`src/rtl/pwm_pkg.sv`:
```
// package for the dual channel pulse generator: register map, field layout, reset values
// assumes a 32-bit avalon-mm slave; each register takes one aligned word
package pwm_pkg;
	// printed offsets are not all multiples of four: they are register indices
	localparam logic [7:0] IDX_CHAN0_CONTROL = 8'h00_A9;
	localparam logic [7:0] IDX_CHAN0_HIGH_COMPARE = 8'h00_AA;
	localparam logic [7:0] IDX_CHAN0_RELOAD = 8'h00_AB;
	localparam logic [7:0] IDX_CHAN1_CONTROL = 8'h00_B0;
	localparam logic [7:0] IDX_CHAN1_HIGH_COMPARE = 8'h00_B1;
	localparam logic [7:0] IDX_CHAN1_RELOAD = 8'h00_B2;
	localparam int ADDR_W = 10;
	localparam int NUM_CHAN = 2;
	localparam int CNT_W = 8;
	localparam int ENABLE_POS = 7;
	localparam int SEL_HI = 2;
	localparam int SEL_LO = 0;
	localparam logic [7:0] CONTROL_RESET = 8'h00_00;
	localparam logic [7:0] HIGH_COMPARE_RESET = 8'h00_00;
	localparam logic [7:0] RELOAD_RESET = 8'h00_00;
	localparam logic [7:0] CONTROL_USED_MASK = 8'h00_87;
	localparam logic [2:0] SEL_DIV64 = 3'h5;
	localparam int PRESCALE_W = 6;
	localparam logic [31:0] UNMAPPED_READ = 32'h0000_0000;
endpackage : pwm_pkg
```
`src/rtl/clk_divider.sv`:
```
// tick generator: free-running prescaler, one-cycle tick per selected division
// assumes a single clock domain and a select from registered state
`timescale 1ns/1ps
`default_nettype none
module clk_divider
	import pwm_pkg::*;
(
	input wire logic sys_clk,
	input wire logic nrst,
	input wire logic clk_en,
	input wire logic [2:0] divide_sel,
	output logic tick
);
	logic [PRESCALE_W-1:0] pre_ff;
	logic [PRESCALE_W-1:0] nxt_pre;
	logic [PRESCALE_W-1:0] mask;

	// codes 110 and 111 fall back to /64 so the counter never loses its clock
	always_comb begin
		nxt_pre = pre_ff + 6'h01;
		case (divide_sel)
			3'h0: mask = 6'h01;
			3'h1: mask = 6'h03;
			3'h2: mask = 6'h07;
			3'h3: mask = 6'h0F;
			3'h4: mask = 6'h1F;
			default: mask = 6'h3F;
		endcase
		tick = ((pre_ff & mask) == mask);
	end

	// prescaler
	always_ff @(posedge sys_clk or negedge nrst) begin
		if (!nrst) begin
			pre_ff <= '0;
		end else if (clk_en) begin
			pre_ff <= nxt_pre;
		end
	end
endmodule // clk_divider
`default_nettype wire

```
`src/rtl/dual_channel_pwm.sv`:
```
// top of the dual channel pulse generator: avalon-mm register file and two channels
// assumes a same-clock avalon-mm master; pulse outputs drive pins directly
// Notes on behaviour
// - each counter counts upward once per tick of its divided clock
// - counters have no bus path; only the control register steers them
// - enable set to one starts counting from the current value
// - enable zero halts the counter and loads it with the reload value
// - select codes 000 to 101 divide the clock by 2 through 64
// - an 8-bit read-write high-compare register sets the duty cycle
// - an 8-bit read-write reload register sets the period
// - enable bit sits at bit 7 of the control register
// - divide select occupies bits 2:0; bits 6:3 unused
// - two identical channels with their own registers, all reset to zero
// - counter and comparator are 8 bits wide
// - while enabled, counter equal to high-compare drives the output high; at 8'hFF the overflow wins and the output stays low
// - on overflow the output goes low and the counter reloads
// - while disabled the output is held low
//
// Chosen here: the Avalon-MM register port.
`timescale 1ns/1ps
`default_nettype none
module dual_channel_pwm
	import pwm_pkg::*;
(
	input wire logic sys_clk,
	input wire logic nrst,
	input wire logic clk_en,
	input wire logic [ADDR_W-1:0] address,
	input wire logic read,
	input wire logic write,
	input wire logic [31:0] writedata,
	input wire logic [3:0] byteenable,
	output logic [31:0] readdata,
	output logic waitrequest,
	output logic pulse_out_0,
	output logic pulse_out_1
);
	logic [7:0] control_ff [NUM_CHAN];
	logic [7:0] high_ff [NUM_CHAN];
	logic [7:0] reload_ff [NUM_CHAN];
	logic [7:0] nxt_control [NUM_CHAN];
	logic [7:0] nxt_high [NUM_CHAN];
	logic [7:0] nxt_reload [NUM_CHAN];
	logic ack_ff;
	logic nxt_ack;
	logic [31:0] rdata_ff;
	logic [31:0] nxt_rdata;
	logic [7:0] word_idx;
	logic word_ok;
	logic [NUM_CHAN-1:0] pulse;
	logic out0_ff;
	logic out1_ff;

	// byte address = index * 4; the low two address bits must be zero for a hit
	assign word_idx = address[ADDR_W-1:2];
	assign word_ok = (address[1:0] == 2'h0);

	// one wait state: the request is answered on the cycle after it is seen
	always_comb begin
		nxt_ack = (read || write) && !ack_ff;
		nxt_rdata = rdata_ff;
		for (int c = 0; c < NUM_CHAN; c++) begin
			nxt_control[c] = control_ff[c];
			nxt_high[c] = high_ff[c];
			nxt_reload[c] = reload_ff[c];
		end
		if (read && !ack_ff) begin
			nxt_rdata = UNMAPPED_READ; // unmapped reads answer zero
			if (word_ok) begin
				case (word_idx)
					IDX_CHAN0_CONTROL: nxt_rdata = {24'h00_0000, control_ff[0]};
					IDX_CHAN0_HIGH_COMPARE: nxt_rdata = {24'h00_0000, high_ff[0]};
					IDX_CHAN0_RELOAD: nxt_rdata = {24'h00_0000, reload_ff[0]};
					IDX_CHAN1_CONTROL: nxt_rdata = {24'h00_0000, control_ff[1]};
					IDX_CHAN1_HIGH_COMPARE: nxt_rdata = {24'h00_0000, high_ff[1]};
					IDX_CHAN1_RELOAD: nxt_rdata = {24'h00_0000, reload_ff[1]};
					default: nxt_rdata = UNMAPPED_READ;
				endcase
			end
		end
		// writes land at the edge that ends the wait; counters have no address
		if (write && ack_ff && word_ok && byteenable[0]) begin
			case (word_idx)
				IDX_CHAN0_CONTROL: nxt_control[0] = writedata[7:0] & CONTROL_USED_MASK;
				IDX_CHAN0_HIGH_COMPARE: nxt_high[0] = writedata[7:0];
				IDX_CHAN0_RELOAD: nxt_reload[0] = writedata[7:0];
				IDX_CHAN1_CONTROL: nxt_control[1] = writedata[7:0] & CONTROL_USED_MASK;
				IDX_CHAN1_HIGH_COMPARE: nxt_high[1] = writedata[7:0];
				IDX_CHAN1_RELOAD: nxt_reload[1] = writedata[7:0];
				default: nxt_rdata = rdata_ff; // unmapped writes are dropped
			endcase
		end
	end

	// register file, all zero after reset
	always_ff @(posedge sys_clk or negedge nrst) begin
		if (!nrst) begin
			for (int c = 0; c < NUM_CHAN; c++) begin
				control_ff[c] <= CONTROL_RESET;
				high_ff[c] <= HIGH_COMPARE_RESET;
				reload_ff[c] <= RELOAD_RESET;
			end
			ack_ff <= 1'b0;
			rdata_ff <= UNMAPPED_READ;
		end else if (clk_en) begin
			for (int c = 0; c < NUM_CHAN; c++) begin
				control_ff[c] <= nxt_control[c];
				high_ff[c] <= nxt_high[c];
				reload_ff[c] <= nxt_reload[c];
			end
			ack_ff <= nxt_ack;
			rdata_ff <= nxt_rdata;
		end
	end

	// waitrequest is low only in the answer cycle; a registered flop keeps it glitch free
	logic wait_ff;
	logic nxt_wait;
	always_comb begin
		nxt_wait = !nxt_ack;
	end
	always_ff @(posedge sys_clk or negedge nrst) begin
		if (!nrst) begin
			wait_ff <= 1'b1;
		end else if (clk_en) begin
			wait_ff <= nxt_wait;
		end
	end
	assign waitrequest = wait_ff;
	assign readdata = rdata_ff;

	// two identical channels, 8-bit counters
	for (genvar g = 0; g < NUM_CHAN; g++) begin : g_chan
		pwm_channel u_chan (
			.sys_clk(sys_clk),
			.nrst(nrst),
			.clk_en(clk_en),
			.enable(control_ff[g][ENABLE_POS]),
			.divide_sel(control_ff[g][SEL_HI:SEL_LO]),
			.high_compare_value(high_ff[g]),
			.reload_value(reload_ff[g]),
			.pulse_out(pulse[g])
		);
	end

	// pins come from the channel flops already; kept as names for the ports
	assign out0_ff = pulse[0];
	assign out1_ff = pulse[1];
	assign pulse_out_0 = out0_ff;
	assign pulse_out_1 = out1_ff;
endmodule // dual_channel_pwm
`default_nettype wire

```
`src/rtl/pwm_channel.sv`:
```
// one pulse channel: 8-bit up counter, compare sets high, overflow clears and reloads
// assumes control values from the register file on the same clock
`timescale 1ns/1ps
`default_nettype none
module pwm_channel
	import pwm_pkg::*;
(
	input wire logic sys_clk,
	input wire logic nrst,
	input wire logic clk_en,
	input wire logic enable,
	input wire logic [2:0] divide_sel,
	input wire logic [CNT_W-1:0] high_compare_value,
	input wire logic [CNT_W-1:0] reload_value,
	output logic pulse_out
);
	logic tick;
	logic [CNT_W-1:0] cnt_ff;
	logic [CNT_W-1:0] nxt_cnt;
	logic out_ff;
	logic nxt_out;

	clk_divider u_div (
		.sys_clk(sys_clk),
		.nrst(nrst),
		.clk_en(clk_en),
		.divide_sel(divide_sel),
		.tick(tick)
	);

	// counter and output: disabled holds reload and low; overflow wins over a match
	always_comb begin
		nxt_cnt = cnt_ff;
		nxt_out = out_ff;
		if (!enable) begin
			nxt_cnt = reload_value;
			nxt_out = 1'b0;
		end else if (tick) begin
			if (cnt_ff == 8'hFF) begin
				nxt_cnt = reload_value;
				nxt_out = 1'b0;
			end else begin
				nxt_cnt = cnt_ff + 8'h01;
				if (cnt_ff == high_compare_value) begin
					nxt_out = 1'b1;
				end
			end
		end
	end

	always_ff @(posedge sys_clk or negedge nrst) begin
		if (!nrst) begin
			cnt_ff <= RELOAD_RESET;
			out_ff <= 1'b0;
		end else if (clk_en) begin
			cnt_ff <= nxt_cnt;
			out_ff <= nxt_out;
		end
	end

	assign pulse_out = out_ff;
endmodule // pwm_channel
`default_nettype wire

```
`config.mk`:
```
export PLATFORM = sky130hd
export DESIGN_NAME = dual_channel_pwm
export DESIGN_NICKNAME = d
export VERILOG_FILES = /design/src/rtl/pwm_pkg.sv /design/src/rtl/clk_divider.sv /design/src/rtl/dual_channel_pwm.sv /design/src/rtl/pwm_channel.sv
export SDC_FILE = /design/constraint.sdc
export NUM_CORES = 1
export LEC_CHECK = 0
export BUFFER_PORTS_ARGS = -buffer_cell sky130_fd_sc_hd__buf_2
export CAP_MARGIN = 25
export CORE_ASPECT_RATIO = 0.5
export CORE_MARGIN = 3
export CORE_UTILIZATION = 56
export DETAILED_ROUTE_END_ITERATION = 8
export HOLD_SLACK_MARGIN = 0.08
export PLACE_DENSITY = 0.81
export SYNTH_ARGS = -nofsm -noshare
export SYNTH_HDL_FRONTEND = slang
export SYNTH_SLANG_ARGS = --single-unit
```
`constraint.sdc`:
```
create_clock -name sys_clk -period 2.5 [get_ports sys_clk]
set_input_delay 0.375 -clock sys_clk [delete_from_list [all_inputs] [get_ports sys_clk]]
set_output_delay 0.375 -clock sys_clk [all_outputs]
set_load 0.01 [all_outputs]
```
**After elaboration in Yosys (flattened, before gate mapping)**

Cells that the tools add are included.

- Flip-flop bits (word level): 104
- Input bits: 51
- Output and inout bits: 35
- Logic and storage cells: 90

- Add/subtract/negate cells: 4
- Equality and inequality tests: 25
- Multiplexer cells: 21
- Bitwise operators: 2
- Reductions and logical operators: 23

Operators by type and width:

| operator | number |
|---|---|
| $mux 32 | 4 |
| $eq 8x8->1 const B | 8 |
| $pmux 6 s5 | 2 |
| $mux 8 | 6 |
| $pmux 8 s6 | 1 |
| $reduce_and 3->1 | 8 |
| $add 8x1->8 const B | 2 |
| $eq 8x8->1 | 2 |
| $add 6x1->6 const B | 2 |
| $and 6x6->6 | 2 |
| $eq 3x2->1 const B | 4 |
| $eq 6x6->1 | 2 |
| $mux 1 | 8 |
| $eq 3x1->1 const B | 2 |
| $eq 3x3->1 const B | 2 |
| $logic_not 3->1 | 2 |
| $ne 3x1->1 const B | 2 |
| $reduce_and 2->1 | 3 |
| $reduce_or 6->1 | 1 |
| $logic_and 1x1->1 | 5 |
| $ne 2x1->1 const B | 2 |
| $logic_not 1->1 | 2 |
| $logic_not 2->1 | 1 |
| $ne 2x2->1 const B | 1 |
| $logic_or 1x1->1 | 1 |

**Depth between registers and ports, before layout**

Gate-level depths: netlist of run 1.

- Word-level depth: 6
- Gate-level depth with buffers: 7
- Depth with buffers taken out: 6

**Cells and area by module**

A second synthesis of run 1 with hierarchy kept.

- Cells, all modules: 424
- Area total of the unflattened synthesis: 4546.9 um2

By module, submodules not included:

| module | instances | cells an instance | area an instance (um2) | sequential area each (um2) |
|---|---|---|---|---|
| dual_channel_pwm | 1 | 210 | 2562.5 | 1252.5 |
| pwm_channel | 2 | 80 | 698.2 | 225.2 |
| clk_divider | 2 | 27 | 294.0 | 150.1 |

**Worst setup path before layout of run 1**

Ideal clock, no wire load.

- Path kind: flip-flop to flip-flop
- Start point: reg g_chan[1].u_chan.cnt_ff[0]
- End point: reg g_chan[1].u_chan.cnt_ff[6]
- Library setup time: 126 ps
- Arrival time: 1632 ps
- Data required time: 2374 ps
- Path slack: 742 ps
- Stages on the path, launching flop included: 7
- Path buffers: 0
- Clock period less this slack: 1758 ps
- Cell sequence: dfrtp_1 -> ha_1 -> nand4_2 -> or3_4 -> o31ai_2 -> a21oi_1 -> a311o_1

- Longest elaborated chain between the ends: 4
- Elaborated cells on any way between the ends: 5
- Classes of those cells: 1 x add/sub; 1 x eq/ne; 3 x mux

RTL lines:

| what | line | RTL |
|---|---|---|
| start, declared | pwm_channel.sv:18 | `logic [CNT_W-1:0] cnt_ff;` |
| start signal, assigned | pwm_channel.sv:56 | `cnt_ff <= nxt_cnt;` |
| $add 8x1->8 or $eq 8x8->1 (tied branches) | pwm_channel.sv:43, pwm_channel.sv:39 |  |
| $mux 8 * | pwm_channel.sv:39 | `if (cnt_ff == 8'hFF) begin` |
| $mux 8 * | pwm_channel.sv:38 | `end else if (tick) begin` |
| $mux 8 * | pwm_channel.sv:35 | `if (!enable) begin` |

Mark *: on every way between the ends. The rest lies on a longest branch, timed or not. The select of a mux whose other input is x is not followed.
A chain may end at the register's enable or synchronous reset.

**Worst setup path in the final report of run 1**

Ends and elaborated chain as after synthesis.

==> reports/metrics.yaml, run 1 <==
clocking:
  insertion_delay_ns: 0.34
  cts_buffer_depth: 2
  cts_tree: "done"
  cts_buffers: 9
  clockRootBuffer: "clkbuf_16"
  postCtsHoldBufs: 1
  cts.sink_count: 80
  path_clk_slew_ns: 0.06
  htreeDepth: 3
  postCtsResizedCells: 0
  postCtsSetupBuffers: 0
critical_path:
  cp.arrival_ns: 2.15
  end_kind: "flip-flop"
  critPathKind: "flip-flop to flip-flop"
  worstSetupStartpointType: "flip-flop"
  crit_required_ns: 2.72
  cp_max_fo: 5
cells_and_area:
  final_nets: 516
  design_area_sq_um: 4980
  fin_cells: 574
  n_fill_cell: 581
  regArea_sq_um: 2000
  synthToLayoutAreaGrowth_pct: 11.5
  insertedDiodeCount: 0
  postLayoutCoreUtil: 0.662
  multi_input_area_sq_um: 2260
  layout-drive-gt1-share: 0.255
yosys:
  synth_area_sq_um: 4460
  synthTopCellsByArea: "dfrtp_1, mux2_2, buf_4"
  muxShareOfSynthArea: 0.118
  synth_top_area_share: 0.443
  synth_xor_area_frac: 0.0510
  synth_top_family_by_area: "compound AO/OA/AOI/OAI gates"
  ys_warn_count: 0
  synth_cell_types: 66
  async_reset_ff_frac: 1.00
  synth_area_leader_cell: "dfrtp_1"
  synthFlopType: "dfrtp_1"
  synthAdderAreaFrac: 0.0112
  synth-edff-count: 0
  syn_area_per_cell_sq_um: 10.5
  synth_compound_area_frac: 0.155
  synth-seq-cells: 80
  yosys.area_share.simple: 0.151
  syn_inst: 427
  ys_seq_area_frac: 0.449
sta:
  fin_crit_ns: 1.93
  maxSlewHeadroom: 0.586
  hold_slack_ns: 0.338
  setup_viol: 0
  worst_pin_slew_ns: 0.614
  finalCritPeriodShare: 0.771
  clock_skew_ns: 0.00653
  setup_slack_ns: 0.572
  rsz0062_at_grt: "no"
  finalSetupTns_ns: 0
  max_freq_mhz: 519
  hold_viol: 0
  drv_slew: 0
grt:
  grt_pass1_vias: 3237
  antenna_found_initial: 0
  grtUsageTotal: 0.229
  grt_remaining_overflow: 0
  grt_pass1_wl_um: 16500
  grt_max_degree: 43
placed_design:
  placed_area_sq_um: 4660
  dp_slack_ns: 0.435
  dp_cells: 557
  place.gp.congestion: 0.925
  dp_hpwl_um: 7070
  port_buffers: 34
pwr:
  power_mw: 3.40
  internal-power_mw: 2.48
  switching_share: 0.270
  ir_worst_vdd_mv: 0.389
  power_switching_mw: 0.919
  power_frac_comb: 0.140
  power_density_nw_per_um2: 683
  seqPwrFrac: 0.468
  leakage_nw: 2.34
  p_clk_frac: 0.393
die:
  rows: 22
  die-area_sq_um: 9140
  pin_count: 86
  die-width_um: 132
  dieHeight_um: 69.1
  core_sq_um: 7510
  start_util: 0.594
route:
  wl_um: 10200
  viasPerCell: 5.93
  first_pass_iters: 6
  antenna_left: 0
  drt_iter0_markers: 344
  post-route-drc-count: 0
  num_vias: 3404
  routedWlPerCell_um: 17.7
hold_path:
  hp-class: "input port to flip-flop"
outcome:
  outcome: "finished clean"
run:
  drv_cap: 0
-- sequential cells by signal, summed over array words and instances, names as in the netlist --
register	cells
g_chan.u_chan.cnt_ff	16
high_ff	16
reload_ff	16
g_chan.u_chan.u_div.pre_ff	12
control_ff	8
readdata	8
g_chan.u_chan.pulse_out	2
ack_ff	1
waitrequest	1
-- cell usage after synthesis, drive strengths merged, types with 4 or more instances --
| cell type | instances |
|---|---|
| nand2 | 40 |
| inv | 6 |
| ha | 4 |
| clkbuf | 11 |
| o21bai | 4 |
| o21ai | 15 |
| xor2 | 20 |
| xnor2 | 6 |
| a31oi | 8 |
| nand4 | 9 |
| a21oi | 18 |
| nor2 | 16 |
| nor3b | 5 |
| o31ai | 4 |
| a22o | 6 |
| mux2 | 44 |
| nor4 | 4 |
| nor2b | 4 |
| and2 | 4 |
| nor3 | 9 |
| nand3 | 20 |
| o22ai | 10 |
| dfrtp | 79 |
| a221oi | 4 |
| buf | 31 |
-- cell type report --
| cell class | count | area share |
|---|---|---|
| clock buffer | 12 | 0.0515 |
| clock inverter | 4 | 0.0106 |
| inverter | 6 | 0.00452 |
| multi-input combinational | 322 | 0.454 |
| sequential | 80 | 0.402 |
| tap | 108 | 0.0271 |
| timing repair buffer | 42 | 0.0498 |
-- worst max-delay path: stages (launching register included) --
cell,delay (ns)
dfrtp_1,0.44
ha_1,0.26
nand4_2,0.16
or3_4,0.37
o31ai_2,0.17
a21oi_1,0.09
a311o_1,0.32
-- power by group through the flow --
stage               Combinational, mW  Clock [mW]  Sequential [mW]
floorplan                       0.366           0             1.57
global placement                0.454           0             1.60
detailed placement              0.469           0             1.61
CTS                             0.476        1.35             1.59
global route                    0.541        1.42             1.61
finish                          0.476        1.33             1.59
-- kinds of logic (layout without fill, tap and decap cells) --
family,count (synthesis),in the layout
mux,47,47
fa+ha+maj,4,4
simple gates,124,124
other cells,1,24
compound gates,97,97
buf+inv,48,64
flops,80,80
xor+xnor,26,26
-- routing by layer --
layer	vias up	wire (um)	global-route usage
li1	1594	-	-
met1	1664	4600	0.306
met2	131	4810	0.352
met3	15	641	0.0700
met4	0	135	0.0864
met5	-	0	0
-- placed cells by master (no fill, tap or decap), types with 3 or more instances in the layout --
cell type   netlist  routed
and2_1            4       4
mux2i_1           3       3
conb_1            1      24
inv_1             6       6
o21a_1            3       3
nand3_1          18      18
clkinvlp_4        0       3
buf_4            27       7
nor3b_1           5       5
xnor2_1           6       6
o21bai_1          4       4
nor2_1           15      15
nand2b_1          3       3
clkbuf_16         0       9
o22ai_1          10      10
ha_1              4       4
a31oi_1           8       8
a21oi_1          18      18
dfrtp_1          79      79
nand4_1           6       6
a21boi_0          3       3
nand4_2           3       3
xor2_1           20      20
nand2_1          39      39
mux2_2           43      43
a22o_1            6       6
nor4_1            4       4
buf_2             4      33
o21ai_0          13      13
nor3_1            8       8
nor2b_1           4       4
o211ai_1          3       3
-- final timing paths --
path,from,slack [ns],to,depth (start not counted)
min in group asynchronous,nrst,0.54,g_chan[0].u_chan.u_div.pre_ff[2],2
max reg2reg,g_chan[1].u_chan.cnt_ff[0],0.57,g_chan[1].u_chan.cnt_ff[6],6
min reg2reg,g_chan[0].u_chan.u_div.pre_ff[5],0.46,g_chan[0].u_chan.u_div.pre_ff[5],1
max in group asynchronous,nrst,1.30,waitrequest,3
min,writedata[5],0.34,reload_ff[13],2
max,g_chan[1].u_chan.cnt_ff[0],0.57,g_chan[1].u_chan.cnt_ff[6],6
No activity file was read; power rests on OpenSTA's default activity.
==> run 2, diff against run 1 <==
CORE_UTILIZATION = 50   (was 56)
PLACE_DENSITY = 0.76   (was 0.81)
clock period = 1.65 ns   (was 2.5 ns; I/O delays follow)
==> reports/metrics.yaml, run 2 (synthesized netlist as in run 1, its figures left out) <==
outcome:
  outcome: "finished, violations left"
  violations: "setup timing"
sta:
  maxSlewHeadroom: 0.594  # +0.00759
  fin_crit_ns: 1.68  # -0.251 ns
  clock_skew_ns: 0.00383  # -0.00270 ns
  rsz0062_at_grt: "yes"
  setup_slack_ns: -0.0269  # -0.599 ns
  finalCritPeriodShare: 1.02  # +0.245
  setup_viol: 3  # +3
  drv_slew: 0  # unchanged
  finalSetupTns_ns: -0.0556  # -0.0556 ns
  max_freq_mhz: 596  # +15%
  hold_viol: 0  # unchanged
  worst_pin_slew_ns: 0.608  # -0.00615 ns
critical_path:
  cp_max_fo: 2  # -3
  critPathKind: "flip-flop to flip-flop"
  r2r_setup_slack_ns: -0.03  # -0.60 ns
  path_cells: "ha_4 -> nand4_4 -> or3_4 -> o31ai_4 -> a21oi_2 -> a311o_1"
  timing.rr.start: "g_chan[1].u_chan.cnt_ff[1]"
  end_kind: "flip-flop"
  worstReg2RegEnd: "g_chan[1].u_chan.cnt_ff[6]"
  critical-path-max-stage-delay_ns: 0.39  # -0.05 ns
  cp.arrival_ns: 1.90  # -0.25 ns
  crit_slowest_cell: "dfrtp_1"
  reg2regPathDepth: 6  # unchanged
  worstSetupStartpointType: "flip-flop"
  crit_required_ns: 1.87  # -0.85 ns
pwr:
  internal-power_mw: 3.98  # +60%
  ir_worst_vdd_mv: 0.496  # +28%
  switching_share: 0.276  # +0.00523
  power_density_nw_per_um2: 986  # +44%
  leakage_nw: 2.62  # +12%
  power_mw: 5.49  # +61%
  power_frac_comb: 0.203  # +0.063
  power_switching_mw: 1.51  # +65%
  seqPwrFrac: 0.429  # -0.039
  p_clk_frac: 0.368  # -0.025
cells_and_area:
  top_regs: "g_chan.u_chan.cnt_ff x16, high_ff x16, reload_ff x16"
  insertedDiodeCount: 0  # unchanged
  n_fill_cell: 614  # +5.7%
  postLayoutCoreUtil: 0.669  # +0.00699
  final_cell_mix: "dfrtp_1, buf_4, mux2_2, nand2_1, buf_2"
  synthToLayoutAreaGrowth_pct: 24.7
  layout-drive-gt1-share: 0.379  # +0.123
  fin_cells: 627  # +9.2%
  final_nets: 565  # +9.5%
  layout_commonest_cell: "dfrtp_1"
clocking:
  cts.sink_count: 80  # unchanged
  cts_buffers: 9  # unchanged
  htreeDepth: 3  # unchanged
  cts_buffer_depth: 2  # unchanged
  clockRootBuffer: "clkbuf_16"
  cts_tree: "done"
  insertion_delay_ns: 0.34  # about the same
  path_clk_slew_ns: 0.06  # about the same
placed_design:
  dp_hpwl_um: 7740  # +9.5%
  port_buffers: 34  # unchanged
  dp_slack_ns: -0.0736  # -0.509 ns
  dp_cells: 603  # +8.3%
  place.gp.congestion: 0.932  # +0.71%
route:
  wl_met3_um: 746  # +16%
  antenna_left: 0  # unchanged
  wl_met2_um: 5270  # +9.6%
  drt-met1-wl_um: 4950  # +7.4%
  post-route-drc-count: 0  # unchanged
  viasPerCell: 5.80  # -2.2%
  drt_iter0_markers: 267  # -22%
  wl_um: 11100  # +9.0%
  routedWlPerCell_um: 17.7  # -0.18%
  top_layer_used: "met4"
  num_vias: 3637  # +6.8%
  first_pass_iters: 6  # unchanged
die:
  die-area_sq_um: 10200  # +11%
  start_util: 0.537  # -0.0573
  rows: 23  # +4.5%
  core_sq_um: 8320  # +11%
  die-width_um: 140  # +5.6%
  pin_count: 86  # unchanged
  dieHeight_um: 72.8  # +5.3%
grt:
  grt_max_degree: 55  # +28%
  grtUsageTotal: 0.216  # -0.0123
  grt_remaining_overflow: 0  # unchanged
  grt_pass1_wl_um: 17300  # +4.8%
  grt_pass1_vias: 3391  # +4.8%
  antenna_found_initial: 0  # unchanged
hold_path:
  hold_depth: 2  # unchanged
  whs_endpoint: "reload_ff[11]"
  hold_start: "writedata[3]"
  hp-class: "input port to flip-flop"
run:
  drv_cap: 0  # unchanged
==> run 2: cell count changes in the layout (fill, tap and decap cells not counted), sizes merged <==
cell	change
clkbuf	+1
clkinvlp	-3
buf	+49
clkinv	+2
==> run 2: how the worst max path moves through the flow <==
| stage | cells after the start | to | start | slack, ns |
|---|---|---|---|---|
| 3_5_place_dp | 5 | g_chan[0].u_chan.cnt_ff[2] | control_ff[10] | -0.07 |
| 2_1_floorplan | 6 | g_chan[1].u_chan.cnt_ff[6] | g_chan[1].u_chan.cnt_ff[0] | -0.03 |
| 5_1_grt | 6 | g_chan[1].u_chan.cnt_ff[6] | g_chan[1].u_chan.cnt_ff[1] | -0.09 |
| 6_report | 6 | g_chan[1].u_chan.cnt_ff[6] | g_chan[1].u_chan.cnt_ff[1] | -0.03 |
| 3_3_place_gp | 5 | g_chan[0].u_chan.cnt_ff[2] | control_ff[10] | -0.04 |
| 4_1_cts | 6 | g_chan[1].u_chan.cnt_ff[6] | g_chan[1].u_chan.cnt_ff[0] | -0.03 |
==> run 2: area by class of cell <==
type | instances | area [sq um] | area share
Multi-Input combinational cell | 322 | 2450 | 0.440
Inverter | 6 | 22.5 | 0.00405
Clock inverter | 3 | 40.0 | 0.00719
Timing Repair Buffer | 91 | 643 | 0.116
Clock buffer | 13 | 260 | 0.0468
Tap cell | 112 | 140 | 0.0252
Sequential cell | 80 | 2010 | 0.361
==> run 2: layer usage <==
layer,global-route usage,vias up
met5,0,-
met1,0.296,1794
met4,0.0559,0
li1,-,1691
met3,0.0596,14
met2,0.347,138
==> run 2: power groups by stage <==
stage               clock network (mW)  registers, mW  logic [mW]
global placement                     0           2.37       0.953
detailed placement                   0           2.37       0.983
global route                      2.14           2.37        1.21
floorplan                            0           2.39       0.556
finish                            2.02           2.35        1.11
CTS                               2.04           2.34        1.02
==> run 2: metrics by stage <==
stage               area [sq um]  hold WS, ns
floorplan                   4570      -0.0481
global placement            5000        0.184
detailed placement          5000        0.187
CTS                         5340        0.207
global route                5570        0.216
finish                      5570        0.223
==> run 2: critical path: cells and delay by family (launching register included) <==
kind | cells | cell delay (ns)
adders and majority gates | 1 | 0.17
AOI/OAI and AO/OA | 3 | 0.58
DFF | 1 | 0.39
and+or+nand+nor | 2 | 0.42
==> run 2: what timing repair did <==
action / CTS / global route
endpoints found under the hold margin: 25 / 0
hold buffers: 1 / 0
pin swaps: 2 / 20
setup endpoints to repair: 8 / 31
buffers inserted: 0 / 8
resized for setup: 6 / 44
cloned: 0 / 1
==> run 3, diff against run 2 <==
--- a/config.mk
+++ b/config.mk
@@ -18 +18,2 @@
 export SYNTH_SLANG_ARGS = --single-unit
+export TNS_END_PERCENT = 20
==> constraint.sdc (replaced) <==
create_clock -name sys_clk -period 1.65 [get_ports sys_clk]
set_input_delay 0.165 -clock sys_clk [delete_from_list [all_inputs] [get_ports sys_clk]]
set_output_delay 0.165 -clock sys_clk [all_outputs]
set_load 0.01 [all_outputs]
==> reports/metrics.yaml, run 3 (synthesized netlist as in run 1, its figures left out) <==
pwr:
  switching_share: 0.268  # -0.00750
  power_density_nw_per_um2: 987  # about the same
  power_frac_comb: 0.203  # about the same
  power_mw: 5.35  # -2.4%
  seqPwrFrac: 0.437  # +0.008
  p_clk_frac: 0.360  # -0.008
  ir_worst_vdd_mv: 0.580  # +17%
  internal-power_mw: 3.92  # -1.4%
  power_switching_mw: 1.43  # -5.1%
  leakage_nw: 2.57  # -1.9%
hold_path:
  hold_depth: 2  # unchanged
  whs_endpoint: "high_ff[13]"
  hold_start: "writedata[5]"
  hp-class: "input port to flip-flop"
critical_path:
  critical-path-max-stage-delay_ns: 0.47  # +0.08 ns
  crit_required_ns: 1.92  # +0.05 ns
  reg2regPathDepth: 5  # -1
  end_kind: "flip-flop"
  cp_max_fo: 8  # +6
  worstSetupStartpointType: "flip-flop"
  path_cells: "nor2_2 -> a221oi_4 -> o31a_1 -> or3_1 -> nand3_1"
  timing.rr.start: "control_ff[10]"
  r2r_setup_slack_ns: -0.05  # -0.02 ns
  crit_slowest_cell: "dfrtp_2"
  critPathKind: "flip-flop to flip-flop"
  worstReg2RegEnd: "g_chan[0].u_chan.cnt_ff[0]"
  cp.arrival_ns: 1.97  # +0.07 ns
route:
  viasPerCell: 5.80  # about the same
  first_pass_iters: 6  # unchanged
  antenna_left: 0  # unchanged
  routedWlPerCell_um: 17.4  # -2.0%
  post-route-drc-count: 0  # unchanged
  wl_um: 10800  # -2.8%
  num_vias: 3610  # -0.74%
  drt_iter0_markers: 336  # +26%
cells_and_area:
  top_regs: "g_chan.u_chan.cnt_ff x16, high_ff x16, reload_ff x16"
  final_cell_mix: "dfrtp_1, buf_4, mux2_2, nand2_1, buf_2"
  synthToLayoutAreaGrowth_pct: 21.6
  regArea_sq_um: 2010  # unchanged
  multi_input_area_sq_um: 2380  # -3.0%
  final_nets: 561  # -0.71%
  layout_commonest_cell: "dfrtp_1"
  postLayoutCoreUtil: 0.652  # -0.0168
  n_fill_cell: 667  # +8.6%
  layout-drive-gt1-share: 0.351  # -0.0277
  insertedDiodeCount: 0  # unchanged
  design_area_sq_um: 5430  # -2.5%
grt:
  grt_remaining_overflow: 0  # unchanged
  antenna_found_initial: 0  # unchanged
  grt_pass1_wl_um: 17300  # +0.12%
  grt_max_degree: 40  # -27%
  grt_pass1_vias: 3387  # -0.12%
  grtUsageTotal: 0.216  # about the same
clocking:
  cts_buffers: 9  # unchanged
  insertion_delay_ns: 0.34  # about the same
  cts.sink_count: 80  # unchanged
  htreeDepth: 3  # unchanged
  clockRootBuffer: "clkbuf_16"
  path_clk_slew_ns: 0.06  # about the same
  cts_tree: "done"
  cts_buffer_depth: 2  # unchanged
sta:
  fin_crit_ns: 1.70  # +0.0199 ns
  hold_slack_ns: 0.133  # -0.0891 ns
  worst_pin_slew_ns: 0.595  # -0.0133 ns
  rsz0062_at_grt: "yes"
  drv_slew: 0  # unchanged
  hold_viol: 0  # unchanged
  clock_skew_ns: 0.00355  # -0.000272 ns
  setup_viol: 6  # +3
  maxSlewHeadroom: 0.603  # +0.00886
  finalCritPeriodShare: 1.03  # +0.0121
  max_freq_mhz: 589  # -1.2%
  setup_slack_ns: -0.0468  # -0.0199 ns
outcome:
  outcome: "finished, violations left"
  violations: "setup timing"
placed_design:
  dp_hpwl_um: 7550  # -2.4%
  port_buffers: 34  # unchanged
  place.gp.congestion: 0.904  # -3.0%
  placed_area_sq_um: 4990  # -0.15%
die:
  pin_count: 86  # unchanged
  die-width_um: 140  # unchanged
  core_sq_um: 8320  # unchanged
  rows: 23  # unchanged
  dieHeight_um: 72.8  # unchanged
  start_util: 0.537  # unchanged
  die-area_sq_um: 10200  # unchanged
run:
  drv_cap: 0  # unchanged
## run 3: cell count changes in the layout (fill, tap and decap cells not counted), sizes merged
| cell | change |
|---|---|
| clkbuf | -1 |
| buf | -4 |
| clkinv | -1 |
| clkinvlp | +1 |
## run 3: worst max-delay path: cells and delay by family (launching register included)
kind	cells	cell delay [ns]
compound gates	2	0.48
flops	1	0.47
simple gates	3	0.66
## run 3: per-layer routing
| metal | share of wire | GRT usage | vias up |
|---|---|---|---|
| met5 | 0 | 0 | - |
| met4 | 0.020 | 0.0784 | 0 |
| met3 | 0.061 | 0.0569 | 22 |
| met2 | 0.46 | 0.340 | 130 |
| met1 | 0.46 | 0.294 | 1766 |
| li1 | - | - | 1692 |
## run 3: area by class of cell
class,instances,area share
Inverter,6,0.00415
Multi-Input combinational cell,322,0.438
Clock buffer,12,0.0454
Timing Repair Buffer,87,0.108
Tap cell,112,0.0258
Clock inverter,3,0.00784
Sequential cell,80,0.371
## run 3: worst max-delay path by stage
stage,from,endpoint,slack (ns),cells after the start
after floorplan,g_chan[1].u_chan.cnt_ff[0],g_chan[1].u_chan.cnt_ff[6],-0.03,6
after global placement,g_chan[0].u_chan.u_div.pre_ff[1],g_chan[0].u_chan.cnt_ff[0],0.01,5
after detailed placement,g_chan[0].u_chan.u_div.pre_ff[1],g_chan[0].u_chan.cnt_ff[4],-0.02,5
after CTS,control_ff[10],g_chan[0].u_chan.cnt_ff[0],-0.03,6
after global routing,control_ff[2],g_chan[1].u_chan.cnt_ff[2],-0.12,6
final,control_ff[10],g_chan[0].u_chan.cnt_ff[0],-0.05,5
## run 3: repair_timing
item / CTS / global route
buffers inserted: 1 / 3
pin swaps: 1 / 8
resized for setup: 4 / 26
endpoints found under the setup margin: 11 / 37
gates cloned: 0 / 1
hold buffers: 1 / 0
endpoints found under the hold margin: 57 / 0
## run 3: power groups by stage
stage | Clock (mW) | Combinational [mW] | Sequential (mW)
after global placement | 0 | 0.972 | 2.36
after CTS | 1.98 | 1.03 | 2.33
after global routing | 2.07 | 1.21 | 2.36
final | 1.93 | 1.09 | 2.34
after floorplan | 0 | 0.556 | 2.39
after detailed placement | 0 | 1.00 | 2.36
## run 3: stage by stage
stage / std cells / TNS (ns) / setup WS [ns]
4_1_cts: 619 / -0.0685 / -0.0289
3_3_place_gp: 602 / 0 / 0.0114
6_report: 622 / -0.151 / -0.0468
3_5_place_dp: 602 / -0.0545 / -0.0241
2_1_floorplan: 450 / -0.0264 / -0.0264
5_1_grt: 622 / -1.36 / -0.122
